File: src/common/buf_usage_pkg.sv
// constants shared by the buffer manager register bank
package buf_usage_pkg;
   localparam int ADDR_W = 16;
   localparam int DATA_W = 32;
   localparam int PORTS = 3;
   localparam int LIMIT_W = 8;
   localparam int PROB_W = 10;
   localparam int IDX_W = 4;
   localparam int TABLE_DEPTH = 16;
   localparam int BUFFER_BYTES = 128;
   // register numbers; one 32-bit word each
   localparam logic [15:0] FLOOD_LIMIT_OFS = 16'h1C04;
   localparam logic [15:0] PORT0_DROP_OFS = 16'h1C05;
   localparam logic [15:0] PORT1_DROP_OFS = 16'h1C06;
   localparam logic [15:0] PORT2_DROP_OFS = 16'h1C07;
   localparam logic [15:0] INIT_STATUS_OFS = 16'h1C08;
   localparam logic [15:0] TABLE_CMD_OFS = 16'h1C09;
   localparam logic [15:0] TABLE_WDATA_OFS = 16'h1C0A;
   localparam logic [15:0] TABLE_RDATA_OFS = 16'h1C0B;
   // field layout and reset values
   localparam logic [7:0] FLOOD_LIMIT_RST = 8'h31;
   localparam int CMD_DIR_BIT = 4;
   localparam int CMD_IDX_LSB = 0;
   localparam int CMD_W = 5;
   localparam logic [4:0] CMD_RST = 5'h00;
   localparam int READY_BIT = 0;
   localparam logic [9:0] PROB_RST = 10'h000;
   localparam logic [31:0] DROP_CNT_RST = 32'h0000_0000;
   localparam logic [31:0] DROP_CNT_MAX = 32'hFFFF_FFFF;
   localparam logic [9:0] LFSR_SEED = 10'h001;
   // buffer-usage bands of the discard table
   localparam logic [7:0] FINE_BAND_END = 8'h40;
   localparam logic [7:0] MID_BAND_END = 8'h80;
   localparam logic [1:0] MID_BAND_TAG = 2'h2;
   localparam logic [1:0] COARSE_BAND_TAG = 2'h3;
   // cycles spent initialising the lookup tables after a fabric reset
   localparam int INIT_CYCLES = 512;
endpackage

File: src/rtl/drop_counter.sv
// saturating clear-on-read packet drop counter
`timescale 1ns/1ps
`default_nettype none
module drop_counter #(
   parameter int WIDTH = 32
) (
   input wire logic i_clk,
   input wire logic i_rst,
   input wire logic [1:0] i_inc,
   input wire logic i_clear,
   output logic [WIDTH-1:0] o_count
);
   logic [WIDTH-1:0] count_reg;
   logic [WIDTH-1:0] count_next;
   logic [WIDTH:0] sum;

   if (WIDTH < 2) begin : g_check
      $error("drop_counter width too small");
   end

   always_comb begin
      // a drop in the clearing cycle survives the clear
      if (i_clear) begin
         sum = {{(WIDTH - 1){1'b0}}, i_inc};
      end else begin
         sum = {1'b0, count_reg} + {{(WIDTH - 1){1'b0}}, i_inc};
      end
      if (sum[WIDTH]) begin
         count_next = {WIDTH{1'b1}};
      end else begin
         count_next = sum[WIDTH-1:0];
      end
   end

   always_ff @(posedge i_clk) begin
      if (i_rst) begin
         count_reg <= '0;
      end else begin
         count_reg <= count_next;
      end
   end

   assign o_count = count_reg;
endmodule
`default_nettype wire

File: src/rtl/discard_table.sv
// random-discard probability table with buffer-usage lookup
`timescale 1ns/1ps
`default_nettype none
module discard_table #(
   parameter int PROB_W = 10
) (
   input wire logic i_clk,
   input wire logic i_wr_en,
   input wire logic [3:0] i_wr_idx,
   input wire logic [PROB_W-1:0] i_wr_data,
   input wire logic [3:0] i_rd_idx,
   output logic [PROB_W-1:0] o_rd_data,
   input wire logic [7:0] i_usage,
   output logic [PROB_W-1:0] o_usage_prob
);
   // contents are not initialised on reset; software loads all entries
   logic [PROB_W-1:0] mem [buf_usage_pkg::TABLE_DEPTH];
   logic [3:0] usage_idx;

   if (PROB_W < 1) begin : g_check
      $error("discard_table entry width must be positive");
   end

   always_comb begin
      if (i_usage < buf_usage_pkg::FINE_BAND_END) begin
         usage_idx = {1'b0, i_usage[5:3]};
      end else if (i_usage < buf_usage_pkg::MID_BAND_END) begin
         usage_idx = {buf_usage_pkg::MID_BAND_TAG, i_usage[5:4]};
      end else begin
         usage_idx = {buf_usage_pkg::COARSE_BAND_TAG, i_usage[6:5]};
      end
   end

   always_ff @(posedge i_clk) begin
      if (i_wr_en) begin
         mem[i_wr_idx] <= i_wr_data;
      end
   end

   assign o_rd_data = mem[i_rd_idx];
   assign o_usage_prob = mem[usage_idx];
endmodule
`default_nettype wire

File: src/rtl/switch_buffer_usage_regs.sv
// buffer manager usage registers: flood limit, drop counters, init flag, discard table
// How it works
// - 8-bit flood buffer limit, reset 31h, enforced
// - all limits and levels count 128-byte buffers
// - one 32-bit drop counter per ingress port
// - reading a drop counter clears it
// - drop counters saturate at all ones
// - ready flag low after fabric reset
// - ready flag self-sets, ignores software writes
// - each command write performs one table access
// - command bit 4: one reads, zero writes
// - read command loads entry into read data
// - bits 3:0 select one of sixteen entries
// - usage maps to fine, mid, coarse bands
// - discard probability chosen from port usage band
// - entry is yellow discard chance in 1/1024
// - yellow discard only while drop-on-yellow set
`timescale 1ns/1ps
`default_nettype none
module switch_buffer_usage_regs #(
   parameter int INIT_CYCLES = buf_usage_pkg::INIT_CYCLES,
   parameter int CNT_W = 32
) (
   input wire logic i_clk,
   input wire logic i_rst,
   // register port
   input wire logic [15:0] i_reg_addr,
   input wire logic i_reg_wr,
   input wire logic i_reg_rd,
   input wire logic [31:0] i_reg_wdata,
   output logic [31:0] o_reg_rdata,
   output logic o_reg_rvalid,
   // flood traffic buffer allocation
   input wire logic i_flood_alloc_req,
   input wire logic i_flood_buf_free,
   output logic o_flood_alloc_grant,
   output logic o_flood_limit_reached,
   // drops decided elsewhere in the datapath, one bit per port
   input wire logic [2:0] i_drop_event,
   // yellow packet discard decision
   input wire logic i_drop_on_yellow,
   input wire logic i_yellow_req,
   input wire logic [1:0] i_yellow_port,
   input wire logic [7:0] i_port0_usage,
   input wire logic [7:0] i_port1_usage,
   input wire logic [7:0] i_port2_usage,
   output logic o_yellow_discard,
   output logic o_yellow_keep,
   output logic o_table_init_done
);
   typedef enum logic [1:0] {
      INIT_RUN = 2'b01,
      INIT_DONE = 2'b10
   } init_state_e;

   localparam int INIT_W = $clog2(INIT_CYCLES + 1);
   localparam logic [INIT_W-1:0] INIT_LAST = INIT_W'(INIT_CYCLES - 1);

   if (INIT_CYCLES < 1) begin : g_check_init
      $error("INIT_CYCLES must be at least one");
   end
   if (CNT_W < 2 || CNT_W > 32) begin : g_check_cnt
      $error("CNT_W must lie between 2 and 32");
   end

   // address decode
   logic hit_limit;
   logic hit_status;
   logic hit_cmd;
   logic hit_wdata;
   logic hit_rdata;
   logic [2:0] hit_drop;

   always_comb begin
      hit_limit = (i_reg_addr == buf_usage_pkg::FLOOD_LIMIT_OFS);
      hit_status = (i_reg_addr == buf_usage_pkg::INIT_STATUS_OFS);
      hit_cmd = (i_reg_addr == buf_usage_pkg::TABLE_CMD_OFS);
      hit_wdata = (i_reg_addr == buf_usage_pkg::TABLE_WDATA_OFS);
      hit_rdata = (i_reg_addr == buf_usage_pkg::TABLE_RDATA_OFS);
      hit_drop[0] = (i_reg_addr == buf_usage_pkg::PORT0_DROP_OFS);
      hit_drop[1] = (i_reg_addr == buf_usage_pkg::PORT1_DROP_OFS);
      hit_drop[2] = (i_reg_addr == buf_usage_pkg::PORT2_DROP_OFS);
   end

   // software-written configuration
   logic [7:0] limit_reg;
   logic [7:0] limit_next;
   logic [4:0] cmd_reg;
   logic [4:0] cmd_next;
   logic [9:0] wdata_reg;
   logic [9:0] wdata_next;
   logic [9:0] rdata_reg;
   logic [9:0] rdata_next;
   logic table_wr_en;
   logic table_rd_en;
   logic [9:0] table_rd_data;
   logic [3:0] cmd_idx;

   always_comb begin
      limit_next = limit_reg;
      cmd_next = cmd_reg;
      wdata_next = wdata_reg;
      rdata_next = rdata_reg;
      table_wr_en = 1'b0;
      table_rd_en = 1'b0;
      cmd_idx = i_reg_wdata[buf_usage_pkg::CMD_IDX_LSB +: 4];
      if (i_reg_wr && hit_limit) begin
         limit_next = i_reg_wdata[7:0];
      end
      if (i_reg_wr && hit_wdata) begin
         wdata_next = i_reg_wdata[9:0];
      end
      if (i_reg_wr && hit_cmd) begin
         cmd_next = i_reg_wdata[buf_usage_pkg::CMD_W-1:0];
         if (i_reg_wdata[buf_usage_pkg::CMD_DIR_BIT]) begin
            table_rd_en = 1'b1;
         end else begin
            table_wr_en = 1'b1;
         end
      end
      if (table_rd_en) begin
         rdata_next = table_rd_data;
      end
   end

   always_ff @(posedge i_clk) begin
      if (i_rst) begin
         limit_reg <= buf_usage_pkg::FLOOD_LIMIT_RST;
         cmd_reg <= buf_usage_pkg::CMD_RST;
         wdata_reg <= buf_usage_pkg::PROB_RST;
         rdata_reg <= buf_usage_pkg::PROB_RST;
      end else begin
         limit_reg <= limit_next;
         cmd_reg <= cmd_next;
         wdata_reg <= wdata_next;
         rdata_reg <= rdata_next;
      end
   end

   // random discard table; an access finishes in the command write cycle
   logic [7:0] sel_usage;
   logic [9:0] usage_prob;

   always_comb begin
      unique case (i_yellow_port)
         2'h0: sel_usage = i_port0_usage;
         2'h1: sel_usage = i_port1_usage;
         2'h2: sel_usage = i_port2_usage;
         default: sel_usage = 8'h00;
      endcase
   end

   discard_table #(
      .PROB_W(buf_usage_pkg::PROB_W)
   ) u_table (
      .i_clk(i_clk),
      .i_wr_en(table_wr_en),
      .i_wr_idx(cmd_idx),
      .i_wr_data(wdata_reg),
      .i_rd_idx(cmd_idx),
      .o_rd_data(table_rd_data),
      .i_usage(sel_usage),
      .o_usage_prob(usage_prob)
   );

   // table initialisation after fabric reset
   init_state_e init_state_reg;
   init_state_e init_state_next;
   logic [INIT_W-1:0] init_cnt_reg;
   logic [INIT_W-1:0] init_cnt_next;

   always_comb begin
      init_state_next = init_state_reg;
      init_cnt_next = init_cnt_reg;
      unique case (init_state_reg)
         INIT_RUN: begin
            if (init_cnt_reg == INIT_LAST) begin
               init_state_next = INIT_DONE;
            end else begin
               init_cnt_next = init_cnt_reg + INIT_W'(1);
            end
         end
         INIT_DONE: begin
            init_state_next = INIT_DONE;
         end
         default: begin
            init_state_next = INIT_RUN;
         end
      endcase
   end

   always_ff @(posedge i_clk) begin
      if (i_rst) begin
         init_state_reg <= INIT_RUN;
         init_cnt_reg <= '0;
      end else begin
         init_state_reg <= init_state_next;
         init_cnt_reg <= init_cnt_next;
      end
   end

   // flood buffer occupancy against the limit
   logic [7:0] flood_used_reg;
   logic [7:0] flood_used_next;
   logic grant_reg;
   logic grant_next;
   logic full_reg;
   logic full_next;
   logic grant_now;
   logic free_now;

   always_comb begin
      grant_now = i_flood_alloc_req && (flood_used_reg < limit_reg);
      free_now = i_flood_buf_free && (flood_used_reg != 8'h00);
      flood_used_next = flood_used_reg;
      if (grant_now && !free_now) begin
         flood_used_next = flood_used_reg + 8'h01;
      end else if (free_now && !grant_now) begin
         flood_used_next = flood_used_reg - 8'h01;
      end
      grant_next = grant_now;
      full_next = (flood_used_next >= limit_next);
   end

   always_ff @(posedge i_clk) begin
      if (i_rst) begin
         flood_used_reg <= 8'h00;
         grant_reg <= 1'b0;
         full_reg <= 1'b0;
      end else begin
         flood_used_reg <= flood_used_next;
         grant_reg <= grant_next;
         full_reg <= full_next;
      end
   end

   // yellow packet random discard
   logic [9:0] lfsr_reg;
   logic [9:0] lfsr_next;
   logic discard_reg;
   logic discard_next;
   logic keep_reg;
   logic keep_next;
   logic [1:0] discard_port_reg;
   logic [1:0] discard_port_next;
   logic port_ok;

   always_comb begin
      lfsr_next = {lfsr_reg[8:0], lfsr_reg[9] ^ lfsr_reg[6]};
      port_ok = (i_yellow_port != 2'h3);
      discard_next = 1'b0;
      keep_next = 1'b0;
      discard_port_next = discard_port_reg;
      if (i_yellow_req && port_ok) begin
         discard_port_next = i_yellow_port;
         if (i_drop_on_yellow && (lfsr_reg < usage_prob)) begin
            discard_next = 1'b1;
         end else begin
            keep_next = 1'b1;
         end
      end
   end

   always_ff @(posedge i_clk) begin
      if (i_rst) begin
         lfsr_reg <= buf_usage_pkg::LFSR_SEED;
         discard_reg <= 1'b0;
         keep_reg <= 1'b0;
         discard_port_reg <= 2'h0;
      end else begin
         lfsr_reg <= lfsr_next;
         discard_reg <= discard_next;
         keep_reg <= keep_next;
         discard_port_reg <= discard_port_next;
      end
   end

   // per-port drop counters
   logic [CNT_W-1:0] drop_count [3];

   for (genvar p = 0; p < 3; p++) begin : g_drop
      logic [1:0] inc;
      logic yellow_hit;
      always_comb begin
         yellow_hit = discard_reg && (discard_port_reg == 2'(p));
         inc = {1'b0, i_drop_event[p]} + {1'b0, yellow_hit};
      end
      drop_counter #(
         .WIDTH(CNT_W)
      ) u_cnt (
         .i_clk(i_clk),
         .i_rst(i_rst),
         .i_inc(inc),
         .i_clear(i_reg_rd && hit_drop[p]),
         .o_count(drop_count[p])
      );
   end

   // register read path
   logic [31:0] rdata_out_reg;
   logic [31:0] rdata_out_next;
   logic rvalid_reg;
   logic rvalid_next;

   always_comb begin
      rdata_out_next = 32'h0000_0000;
      rvalid_next = i_reg_rd;
      if (i_reg_rd) begin
         if (hit_limit) begin
            rdata_out_next = {24'h000000, limit_reg};
         end else if (hit_drop[0]) begin
            rdata_out_next = 32'(drop_count[0]);
         end else if (hit_drop[1]) begin
            rdata_out_next = 32'(drop_count[1]);
         end else if (hit_drop[2]) begin
            rdata_out_next = 32'(drop_count[2]);
         end else if (hit_status) begin
            rdata_out_next = {31'h0, init_state_reg == INIT_DONE};
         end else if (hit_cmd) begin
            rdata_out_next = {27'h0, cmd_reg};
         end else if (hit_wdata) begin
            rdata_out_next = {22'h0, wdata_reg};
         end else if (hit_rdata) begin
            rdata_out_next = {22'h0, rdata_reg};
         end
      end
   end

   always_ff @(posedge i_clk) begin
      if (i_rst) begin
         rdata_out_reg <= 32'h0000_0000;
         rvalid_reg <= 1'b0;
      end else begin
         rdata_out_reg <= rdata_out_next;
         rvalid_reg <= rvalid_next;
      end
   end

   assign o_reg_rdata = rdata_out_reg;
   assign o_reg_rvalid = rvalid_reg;
   assign o_flood_alloc_grant = grant_reg;
   assign o_flood_limit_reached = full_reg;
   assign o_yellow_discard = discard_reg;
   assign o_yellow_keep = keep_reg;
   // one-hot state: bit 1 is the done state, so the flag comes straight from a flop
   assign o_table_init_done = init_state_reg[1];
endmodule
`default_nettype wire

File: config.mk
export PLATFORM = sky130hd
export DESIGN_NAME = switch_buffer_usage_regs
export DESIGN_NICKNAME = d
export VERILOG_FILES = /design/src/common/buf_usage_pkg.sv /design/src/rtl/drop_counter.sv /design/src/rtl/discard_table.sv /design/src/rtl/switch_buffer_usage_regs.sv
export SDC_FILE = /design/constraint.sdc
export NUM_CORES = 1
export LEC_CHECK = 0
export BUFFER_PORTS_ARGS = -buffer_cell sky130_fd_sc_hd__clkbuf_2
export CORE_ASPECT_RATIO = 0.5
export CORE_MARGIN = 2
export CORE_UTILIZATION = 45
export DETAILED_ROUTE_END_ITERATION = 12
export GPL_TIMING_DRIVEN = 0
export PLACE_DENSITY = 0.6
export SYNTH_ARGS = -nofsm -noshare
export SYNTH_HDL_FRONTEND = slang
export SYNTH_SLANG_ARGS = --single-unit
export TNS_END_PERCENT = 50
File: constraint.sdc
create_clock -name i_clk -period 7.9 [get_ports i_clk]
set_input_delay 1.975 -clock i_clk [delete_from_list [all_inputs] [get_ports i_clk]]
set_output_delay 1.975 -clock i_clk [all_outputs]
set_load 0.1 [all_outputs]
* Word level (Yosys, flattened, before mapping)
Memories as Yosys holds them, arrays and structs flattened. A register that Yosys moved wholly into a read port is not among the register bits.
Cells that the tools add are included.
W data, S select, Z words.
** Storage, ports and cells
- Memories kept :: 1
- Bits in read-only memories :: 0
- Register bits :: 188
- Word-level logic and storage cells :: 108
- Output and inout bits :: 38
- Bits in latches :: 0
- Memory bits (writable) :: 160
- Bits of input ports :: 85
** Cells by class
- Shift operators :: 0
- Bitwise operators :: 4
- Equal/unequal tests :: 17
- Multipliers :: 0
- Multiplexer cells :: 30
- Add/sub/neg operators :: 9
- Order comparisons :: 5
- Reductions and logical operators :: 24
- Div/mod/pow operators :: 0
** Memory list
- u_table.mem :: words 16, bits a word 10, read ports 2, clocked after memory_dff 1, write ports 1, line discard_table.sv:17 : logic [PROB_W-1:0] mem [buf_usage_pkg::TABLE_DEPTH];
** Operators by type and width (number)
- $mux W32 :: 6
- $eq A16 B13 Y1 const B :: 8
- $add A32 B2 Y33 :: 3
- $mux W33 :: 3
- $mux W10 :: 4
- $mux W8 :: 4
- $pmux W8 S3 :: 1
- $logic_and A1 B1 Y1 :: 15
- $add A10 B1 Y10 const B :: 1
- $eq A10 B9 Y1 const B :: 1
- $lt A10 B10 Y1 :: 1
- $add A8 B1 Y8 const B :: 1
- $ge A8 B8 Y1 :: 1
- $lt A8 B7 Y1 const B :: 1
- $lt A8 B8 Y1 :: 1
- $lt A8 B8 Y1 const B :: 1
- $mux W1 :: 8
- $reduce_bool A8 Y1 :: 1
- $sub A8 B1 Y8 const B :: 1
- $add A1 B1 Y2 :: 3
- $eq A2 B1 Y1 const B :: 3
- $eq A2 B2 Y1 const B :: 3
- $logic_not A2 Y1 :: 2
- $mux W4 :: 1
- other kinds (10) :: 15

* Longest topological paths before layout
Gate-level depths: netlist of the first run.
- Depth after elaboration :: 9
- Mapped depth :: 20
- Mapped depth without buffers :: 17

* Modules after synthesis
From an unflattened synthesis of the first run, not the netlist that was laid out.
** Second synthesis, totals
- Cell total of the unflattened synthesis :: 1596
- Area total of the unflattened synthesis :: 17700.7 um2
** By module, submodules not included
- discard_table :: times used 1, seq. area each 4804.6 um2, area each 7440.9 um2, cells an instance 409
- switch_buffer_usage_regs :: times used 1, seq. area each 2042.0 um2, area each 5462.7 um2, cells an instance 635
- drop_counter :: times used 3, seq. area each 640.6 um2, area each 1599.0 um2, cells an instance 184

* Worst setup path before layout of the first run
OpenSTA, ideal clock, no wires.
- Kind :: input -> register
- Start point :: input port i_yellow_port[1]
- End point :: register keep_reg (netlist: o_yellow_keep)
- Arrival :: 5.318 ns
- Slack :: 2.467 ns
- Setup time :: 0.116 ns
- Stages on the path :: 20
- Cell sequence :: buf_6 > mux2i_4 > o21a_4 > mux2i_4 > o21a_1 > buf_6 > buf_6 > mux2i_1 > mux2i_1 > a22o_1 > a221oi_2 > ha_1 > a21o_1 > a21o_1 > a21o_1 > a21oi_1 > o21ai_0 > a21oi_1 > o211ai_1 > and3b_1
** Between the ends
- Word-level cells in the longest chain between the ends :: 9
- Elaborated cells between the ends (all ways) :: 16
- Classes of those cells :: order compare (3); eq/ne (3); mux (4); bitwise (1); reduce/logical (4); memory (1)
** RTL lines
- start, declared :: line switch_buffer_usage_regs.sv:43 : input wire logic [1:0] i_yellow_port,
- $eq A2 B2 Y1 (tied with other cells) :: line switch_buffer_usage_regs.sv:145 : unique case (i_yellow_port)
- $pmux W8 S3 :: line switch_buffer_usage_regs.sv:145
- $lt A8 B8 Y1 :: line discard_table.sv:27 : end else if (i_usage < buf_usage_pkg::MID_BAND_END) begin
- $mux W3 :: line discard_table.sv:27
- $mux W4 :: line discard_table.sv:25 : if (i_usage < buf_usage_pkg::FINE_BAND_END) begin
- $mem_v2 Z16 W10
- $lt A10 B10 Y1 :: line switch_buffer_usage_regs.sv:256 : if (i_drop_on_yellow && (lfsr_reg < usage_prob)) begin
- $logic_and A1 B1 Y1 :: line switch_buffer_usage_regs.sv:256
- $mux W1 :: line switch_buffer_usage_regs.sv:256
- end signal, assigned :: line switch_buffer_usage_regs.sv:273 : keep_reg <= keep_next;
- end, declared :: line switch_buffer_usage_regs.sv:242 : logic keep_reg;
Parallel ways exist; a longest one is shown, timed or not.
A chain may end at the register's enable or synchronous reset.

* Worst setup path after layout of the first run
Same ends and word-level chain as after synthesis.

==> flow_metrics.py, run 1 <==
metrics = {
    "outcome": {
        "status": "finished, final reports clean",
    },
    "floorplan": {
        "core-area_mm2": 0.0391,
        "ioPinCount": 123,
        "dieArea_mm2": 0.0416,
        "rows": 51,
        "die_x_um": 286,
        "die_h_um": 145,
        "initial_core_util_pct": 45.9,
    },
    "detailed_routing": {
        "avgRoutedWirePerCell_um": 20.5,
        "drt_wl_total_um": 47900,
        "firstDrtPassIters": 5,
        "drc": 0,
        "detail-route-antenna-nets": 0,
        "via_count": 13100,
        "vias_per_cell": 5.61,
        "drt_iter0_drc": 1078,
    },
    "clock_tree": {
        "cts_hold_buf": 0,
        "cts.sinks": 358,
        "numCtsBuffers": 37,
        "ctsResizeCount": 0,
        "cts_tree": "done",
        "cts_buffer_depth": 3,
        "cts_root_buf": "clkbuf_16",
        "insertion_delay_ps": 550,
        "cts-htree-levels": 2,
        "clk_pin_slew_ps": 60,
        "cts_setup_buffers": 0,
    },
    "logic_synthesis": {
        "avgSynthCellArea_um2": 10.9,
        "ys_warn_count": 0,
        "ys_types": 77,
        "yosysSeqAreaShare_pct": 48.9,
        "netlist_area_mm2": 0.0179,
        "syn-num-nets": 1777,
        "synth_ff_type": "dfxtp_1",
        "synth.top_cell.area_share_pct": 26.8,
        "yosysTopAreaCell": "edfxtp_1",
        "synth_area_leaders": "edfxtp_1 (27%), dfxtp_1 (22%), mux4_2 (6.4%)",
        "synthArstFlopShare_pct": 0,
        "synth-edff-count": 160,
        "synthCells": 1650,
        "ys_seq_elements": 358,
    },
    "timing": {
        "setup_tns_ps": 0,
        "rsz0062_at_grt": "false",
        "min_period_over_period_pct": 71.2,
        "clock.fmax_mhz": 178,
        "layout_setup_ws_ps": 2270,
        "finalHoldViolCount": 0,
        "slew-limit-headroom_pct": 12.3,
        "setup_viol": 0,
        "clock_skew_ps": 24.0,
        "slew_violations": 0,
        "fin_crit_ps": 5630,
        "worstMarginPinSlew_ps": 1310,
    },
    "placement": {
        "place.gp.congestion": 0.876,
        "place_ws_ps": 1620,
        "dpl-instance-area_mm2": 0.0191,
        "dp_hpwl_um": 34600,
        "io_buffers": 88,
    },
    "power": {
        "clock_power_share_pct": 40.1,
        "p_switching_uw": 1250,
        "p_comb_share_pct": 16.6,
        "power_leakage_uw": 0.00789,
        "p_per_area_mw_per_mm2": 226,
        "vdd_ir_drop_max_v": 0.000104,
        "p_int_uw": 3360,
        "swShare_pct": 27.1,
        "seq_power_share_pct": 43.3,
    },
    "setup_path": {
        "r2r_cells": 13,
        "cp.required_ps": 8340,
        "cp_data_arrival_time_ps": 6070,
        "crit_path_end_kind": "flop",
        "startpoint_type": "input port",
        "worstSetupPathType": "in2reg",
        "path_max_fanout": 10,
    },
    "cells_and_area": {
        "multiInputGateArea_mm2": 0.00861,
        "drive_above_1_share_pct": 16.3,
        "layout_commonest_cell": "dfxtp_1",
        "fillers": 3574,
        "final_nets": 1906,
        "seq_area_mm2": 0.00877,
        "final_cell_mix": "dfxtp_1 (198), nand2_1 (171), nor2_1 (161), edfxtp_1 (160), a21oi_1 (115)",
        "syn_to_final_growth_pct": 13.5,
        "diodes": 0,
        "largest_reg_flops": 160,
        "fin_util_pct": 52.0,
        "finalInstanceArea_mm2": 0.0204,
        "top_register": "u_table.mem",
    },
    "min_path": {
        "min_path_type": "reg2reg",
        "whs_path_depth": 2,
    },
    "grt": {
        "grt_use_met2_pct": 36.4,
        "grt_max_degree": 19,
        "overflow": 0,
        "grt_pass1_wl_um": 75100,
        "met3_usage_pct": 4.28,
        "grt_pass1_vias": 12800,
        "antenna_found_initial": 0,
        "track_usage_pct": 23.3,
        "grt_most_used_layer": "met2",
        "grt_use_met1_pct": 33.1,
    },
    "job": {
        "maxCapViolCount": 0,
    },
}
==> critical path: stages <==
cell and delay, ps:
clkbuf_2 90, buf_6 150, mux2i_4 280, o21a_4 180
mux2i_4 340, o21a_1 190, buf_6 180, buf_6 220
mux2i_1 220, mux2i_1 110, a22o_1 240, a221oi_2 290
ha_1 310, a21o_1 160, a21o_1 170, a21o_1 170
a21oi_1 180, o21bai_1 80, a31oi_1 180, o21ai_1 120
and3b_1 190
==> synthesized netlist by cell type (8+ instances only) <==
cell	instances
mux2_1	15
buf_2	16
nand3_1	39
a31oi_1	21
nor2_1	161
o21ai_0	24
a221oi_2	9
or3_1	8
edfxtp_1	160
xor2_1	51
a21oi_1	115
nand2_1	171
clkbuf_1	63
o22ai_1	8
nand4_1	20
buf_6	8
mux2_2	37
mux4_2	51
ha_1	39
xnor2_1	50
inv_1	32
and3_1	18
a22oi_1	34
and2_1	8
mux2i_1	92
a21o_1	15
dfxtp_1	198
nor2b_1	22
nand2b_1	19
nor3_1	21
a22o_1	11
==> through the flow <==
stage / total power [µW] / instances / hold slack (ps)
floorplan: 2610 / 1650 / 434
global placement: 2780 / 2268 / 441
detailed placement: 2790 / 2270 / 448
CTS: 4640 / 2337 / 458
global route: 4810 / 2337 / 483
finish: 4600 / 2337 / 456
==> metal layers <==
layer  vias up  part of all wire (%)
li1       6288                     -
met4         0                   2.5
met1      6390                    46
met2       362                    45
met3        79                   6.2
met5         -                     0
==> power groups by stage <==
stage	Clock (µW)	Sequential [µW]	Combinational, µW
after floorplan	0	2070	533
after global placement	0	2040	749
after detailed placement	0	2040	752
after CTS	1880	2000	758
after global routing	1960	2000	846
final	1850	2000	763
==> cells by family after synthesis <==
| group | after synthesis | share of synthesized area [%] |
|---|---|---|
| DFF | 358 | 48.9 |
| adders and majority gates | 42 | 3.05 |
| muxes | 199 | 15.2 |
| and+or+nand+nor | 529 | 13.9 |
| buffers and inverters | 129 | 3.27 |
| AOI/OAI and AO/OA | 292 | 10.8 |
| xor gates and xnor gates | 101 | 4.93 |
==> worst paths after layout <==
path                  startpoint                         end  slack [ps]
max             i_yellow_port[1]               o_yellow_keep        2270
min                   cmd_reg[2]                  cmd_reg[2]         460
max reg2reg  discard_port_reg[1]  g_drop[1].u_cnt.o_count[0]        3780
min reg2reg           cmd_reg[2]                  cmd_reg[2]         460
==> area by class of cell <==
cell class              instances  share of cell area, %
multi-input cells            1163                   42.3
well taps                     530                   3.26
clock inverters                12                  0.701
clock buffers                  55                   5.54
flip-flops and latches        358                   43.1
inverters                      32                  0.590
repair buffers                 90                   2.26
plain buffers                  97                   2.29
Power figures use the tool's default switching activity.
==> inputs of run 2 (changes only) <==
Settings changed: ABC_AREA set to 1.
Clock period 7.9 ns to 5.4 ns, I/O delays scaled along.
==> run 2 against run 1 <==
Net effect: non-clock buffer count up 8; utilization down 0.47 points; clock power up 38%; area after synthesis up 3.7%; critical path type unchanged.
==> flow_metrics.py, run 2 <==
metrics = {
    "outcome": {
        "status": "finished, final reports clean",
    },
    "clock_tree": {
        "cts-htree-levels": 2,
        "numCtsBuffers": 36,
        "insertion_delay_ps": 540,
        "clk_pin_slew_ps": 60,
        "ctsResizeCount": 0,
        "cts_buffer_depth": 3,
        "cts_root_buf": "clkbuf_16",
        "cts_hold_buf": 0,
        "cts.sinks": 358,
        "cts_tree": "done",
        "cts_setup_buffers": 0,
    },
    "logic_synthesis": {
        "synthArstFlopShare_pct": 0,
        "yosysSeqAreaShare_pct": 47.1,
        "ys_seq_elements": 358,
        "synthCells": 2229,
        "synth_ff_type": "dfxtp_1",
        "netlist_area_mm2": 0.0186,
        "avgSynthCellArea_um2": 8.35,
        "synth_common_cells": "nand2_1 (355), inv_1 (251), nand3_1 (211), nor2_1 (200), dfxtp_1 (198)",
        "ys_warn_count": 0,
        "synth_most_common_cell": "nand2_1",
        "syn-num-nets": 2356,
        "synth.top_cell.area_share_pct": 25.8,
        "synth_area_leaders": "edfxtp_1 (26%), dfxtp_1 (21%), nand2_1 (7.2%)",
        "synth-edff-count": 160,
        "yosysTopAreaCell": "edfxtp_1",
        "ys_types": 60,
    },
    "placement": {
        "io_buffers": 87,
        "dpl-instance-area_mm2": 0.0198,
        "dp.cells": 2859,
        "dp_hpwl_um": 44200,
        "place.gp.congestion": 0.961,
    },
    "cells_and_area": {
        "final_cell_mix": "nand2_1 (355), inv_1 (251), nand3_1 (211), nor2_1 (199), dfxtp_1 (198)",
        "instances_no_fill": 2922,
        "fin_util_pct": 51.6,
        "layout_commonest_cell": "nand2_1",
        "finalInstanceArea_mm2": 0.0209,
        "drive_above_1_share_pct": 10.6,
        "diodes": 0,
        "fillers": 3971,
        "largest_reg_flops": 160,
        "final_nets": 2485,
        "syn_to_final_growth_pct": 12.5,
        "top_register": "u_table.mem",
    },
    "grt": {
        "track_usage_pct": 28.1,
        "overflow": 0,
        "grt_pass1_wl_um": 92600,
        "grt_max_degree": 19,
        "grt_pass1_vias": 15700,
        "antenna_found_initial": 1,
    },
    "detailed_routing": {
        "drt_wl_total_um": 61200,
        "firstDrtPassIters": 6,
        "vias_per_cell": 5.77,
        "avgRoutedWirePerCell_um": 20.9,
        "drc": 0,
        "drt_iter0_drc": 1736,
        "via_count": 16800,
        "detail-route-antenna-nets": 0,
    },
    "setup_path": {
        "cp.required_ps": 5860,
        "path_depth": 22,
        "critical-path-max-stage-delay_ps": 590,
        "startpoint_type": "input port",
        "cp_num_buf_inv": 6,
        "rr_endpoint": "o_flood_limit_reached",
        "worstSetupPathType": "in2reg",
        "crit_path_end": "o_yellow_discard",
        "r2r_cells": 22,
        "crit_family": "compound AO/OA/AOI/OAI gates",
        "cp_data_arrival_time_ps": 5600,
        "crit_path_cell_trace": "clkbuf_2, buf_6, inv_4, nand3_2, nand2_2, nor2_8, a21oi_1, clkbuf_1, clkbuf_2, o311ai_1, nand3_1, nand2_1, inv_1, ha_1, a21oi_1, o21ai_0, a21o_1, a21oi_1, nor2_1, a2111oi_0, nand2_1, nor2_1",
        "reg2reg_from": "limit_reg[3]",
        "path_common_cell": "a21oi_1",
        "path_max_fanout": 10,
        "crit_path_end_kind": "flop",
        "slowest_stage": "a2111oi_0",
        "crit_start": "i_yellow_port[0]",
        "ff2ff_setup_slack_ps": 1620,
    },
    "timing": {
        "setup_tns_ps": 0,
        "fin_crit_ps": 5130,
        "slew_violations": 0,
        "rsz0062_at_grt": "false",
        "finalHoldViolCount": 0,
        "clock.fmax_mhz": 195,
        "setup_viol": 0,
        "slew-limit-headroom_pct": 6.19,
        "min_period_over_period_pct": 95.0,
        "worstMarginPinSlew_ps": 1400,
        "clock_skew_ps": 17.6,
    },
    "floorplan": {
        "die_h_um": 148,
        "ioPinCount": 123,
        "initial_core_util_pct": 45.8,
        "dieArea_mm2": 0.0431,
        "core-area_mm2": 0.0406,
        "die_x_um": 292,
        "rows": 52,
    },
    "power": {
        "power_leakage_uw": 0.00773,
        "p_per_area_mw_per_mm2": 319,
        "vdd_ir_drop_max_v": 0.000195,
    },
    "job": {
        "maxCapViolCount": 0,
    },
    "min_path": {
        "min_path_type": "reg2reg",
    },
}
==> run 2: cells by family after synthesis <==
logic type,count (synthesis),share of synthesized area (%)
xor gates and xnor gates,27,1.27
muxes,5,0.269
DFF,358,47.1
adders and majority gates,42,2.95
buffers and inverters,367,7.96
AOI/OAI and AO/OA,485,16.9
and+or+nand+nor,945,23.5
==> run 2: cell type report <==
class / instances / area (µm²) / share of cell area (%)
plain buffers: 104 / 493 / 2.35
clock inverters: 9 / 100 / 0.478
clock buffers: 53 / 1070 / 5.10
well taps: 540 / 676 / 3.23
inverters: 263 / 990 / 4.73
multi-input cells: 1504 / 8370 / 40.0
flip-flops and latches: 358 / 8770 / 41.9
repair buffers: 91 / 477 / 2.28
==> run 2: worst min path at each step <==
stage,startpoint,end,slack (ps),cells past startpoint
floorplan,lfsr_reg[1],lfsr_reg[2],410,2
global placement,lfsr_reg[8],lfsr_reg[9],410,2
detailed placement,lfsr_reg[8],lfsr_reg[9],420,2
CTS,lfsr_reg[8],lfsr_reg[9],430,2
global route,lfsr_reg[8],lfsr_reg[9],440,2
finish,lfsr_reg[8],lfsr_reg[9],430,2
==> run 2: per-stage QoR <==
step                power (µW)  worst slack, ps  hold WS [ps]
floorplan                 3800             1150           407
global placement          4140             -257           414
detailed placement        4150             -319           422
CTS                       6690              234           430
global route              6960             14.8           438
finish                    6680              268           428
==> run 2: power breakdown <==
| part | switching, µW | internal, µW |
|---|---|---|
| logic | 821 | 381 |
| clock network | 1090 | 1470 |
| registers | 56.3 | 2860 |
==> run 2: worst reg2reg max path: cells and delay by family, from the launching register on <==
kind                       cells  cell delay [ps]
and+or+nand+nor                6              540
buffers and inverters          4              610
xor gates and xnor gates       1              230
DFF                            1              380
AOI/OAI and AO/OA              9             1340
adders and majority gates      2              560
==> run 2: per-layer routing <==
| layer | share of wire [%] | vias to the layer above | GRT usage [%] |
|---|---|---|---|
| met2 | 44 | 723 | 43.9 |
| li1 | - | 8076 | - |
| met1 | 44 | 7917 | 38.7 |
| met5 | 0 | - | 0 |
| met4 | 3.2 | 0 | 8.87 |
| met3 | 9.5 | 130 | 6.63 |
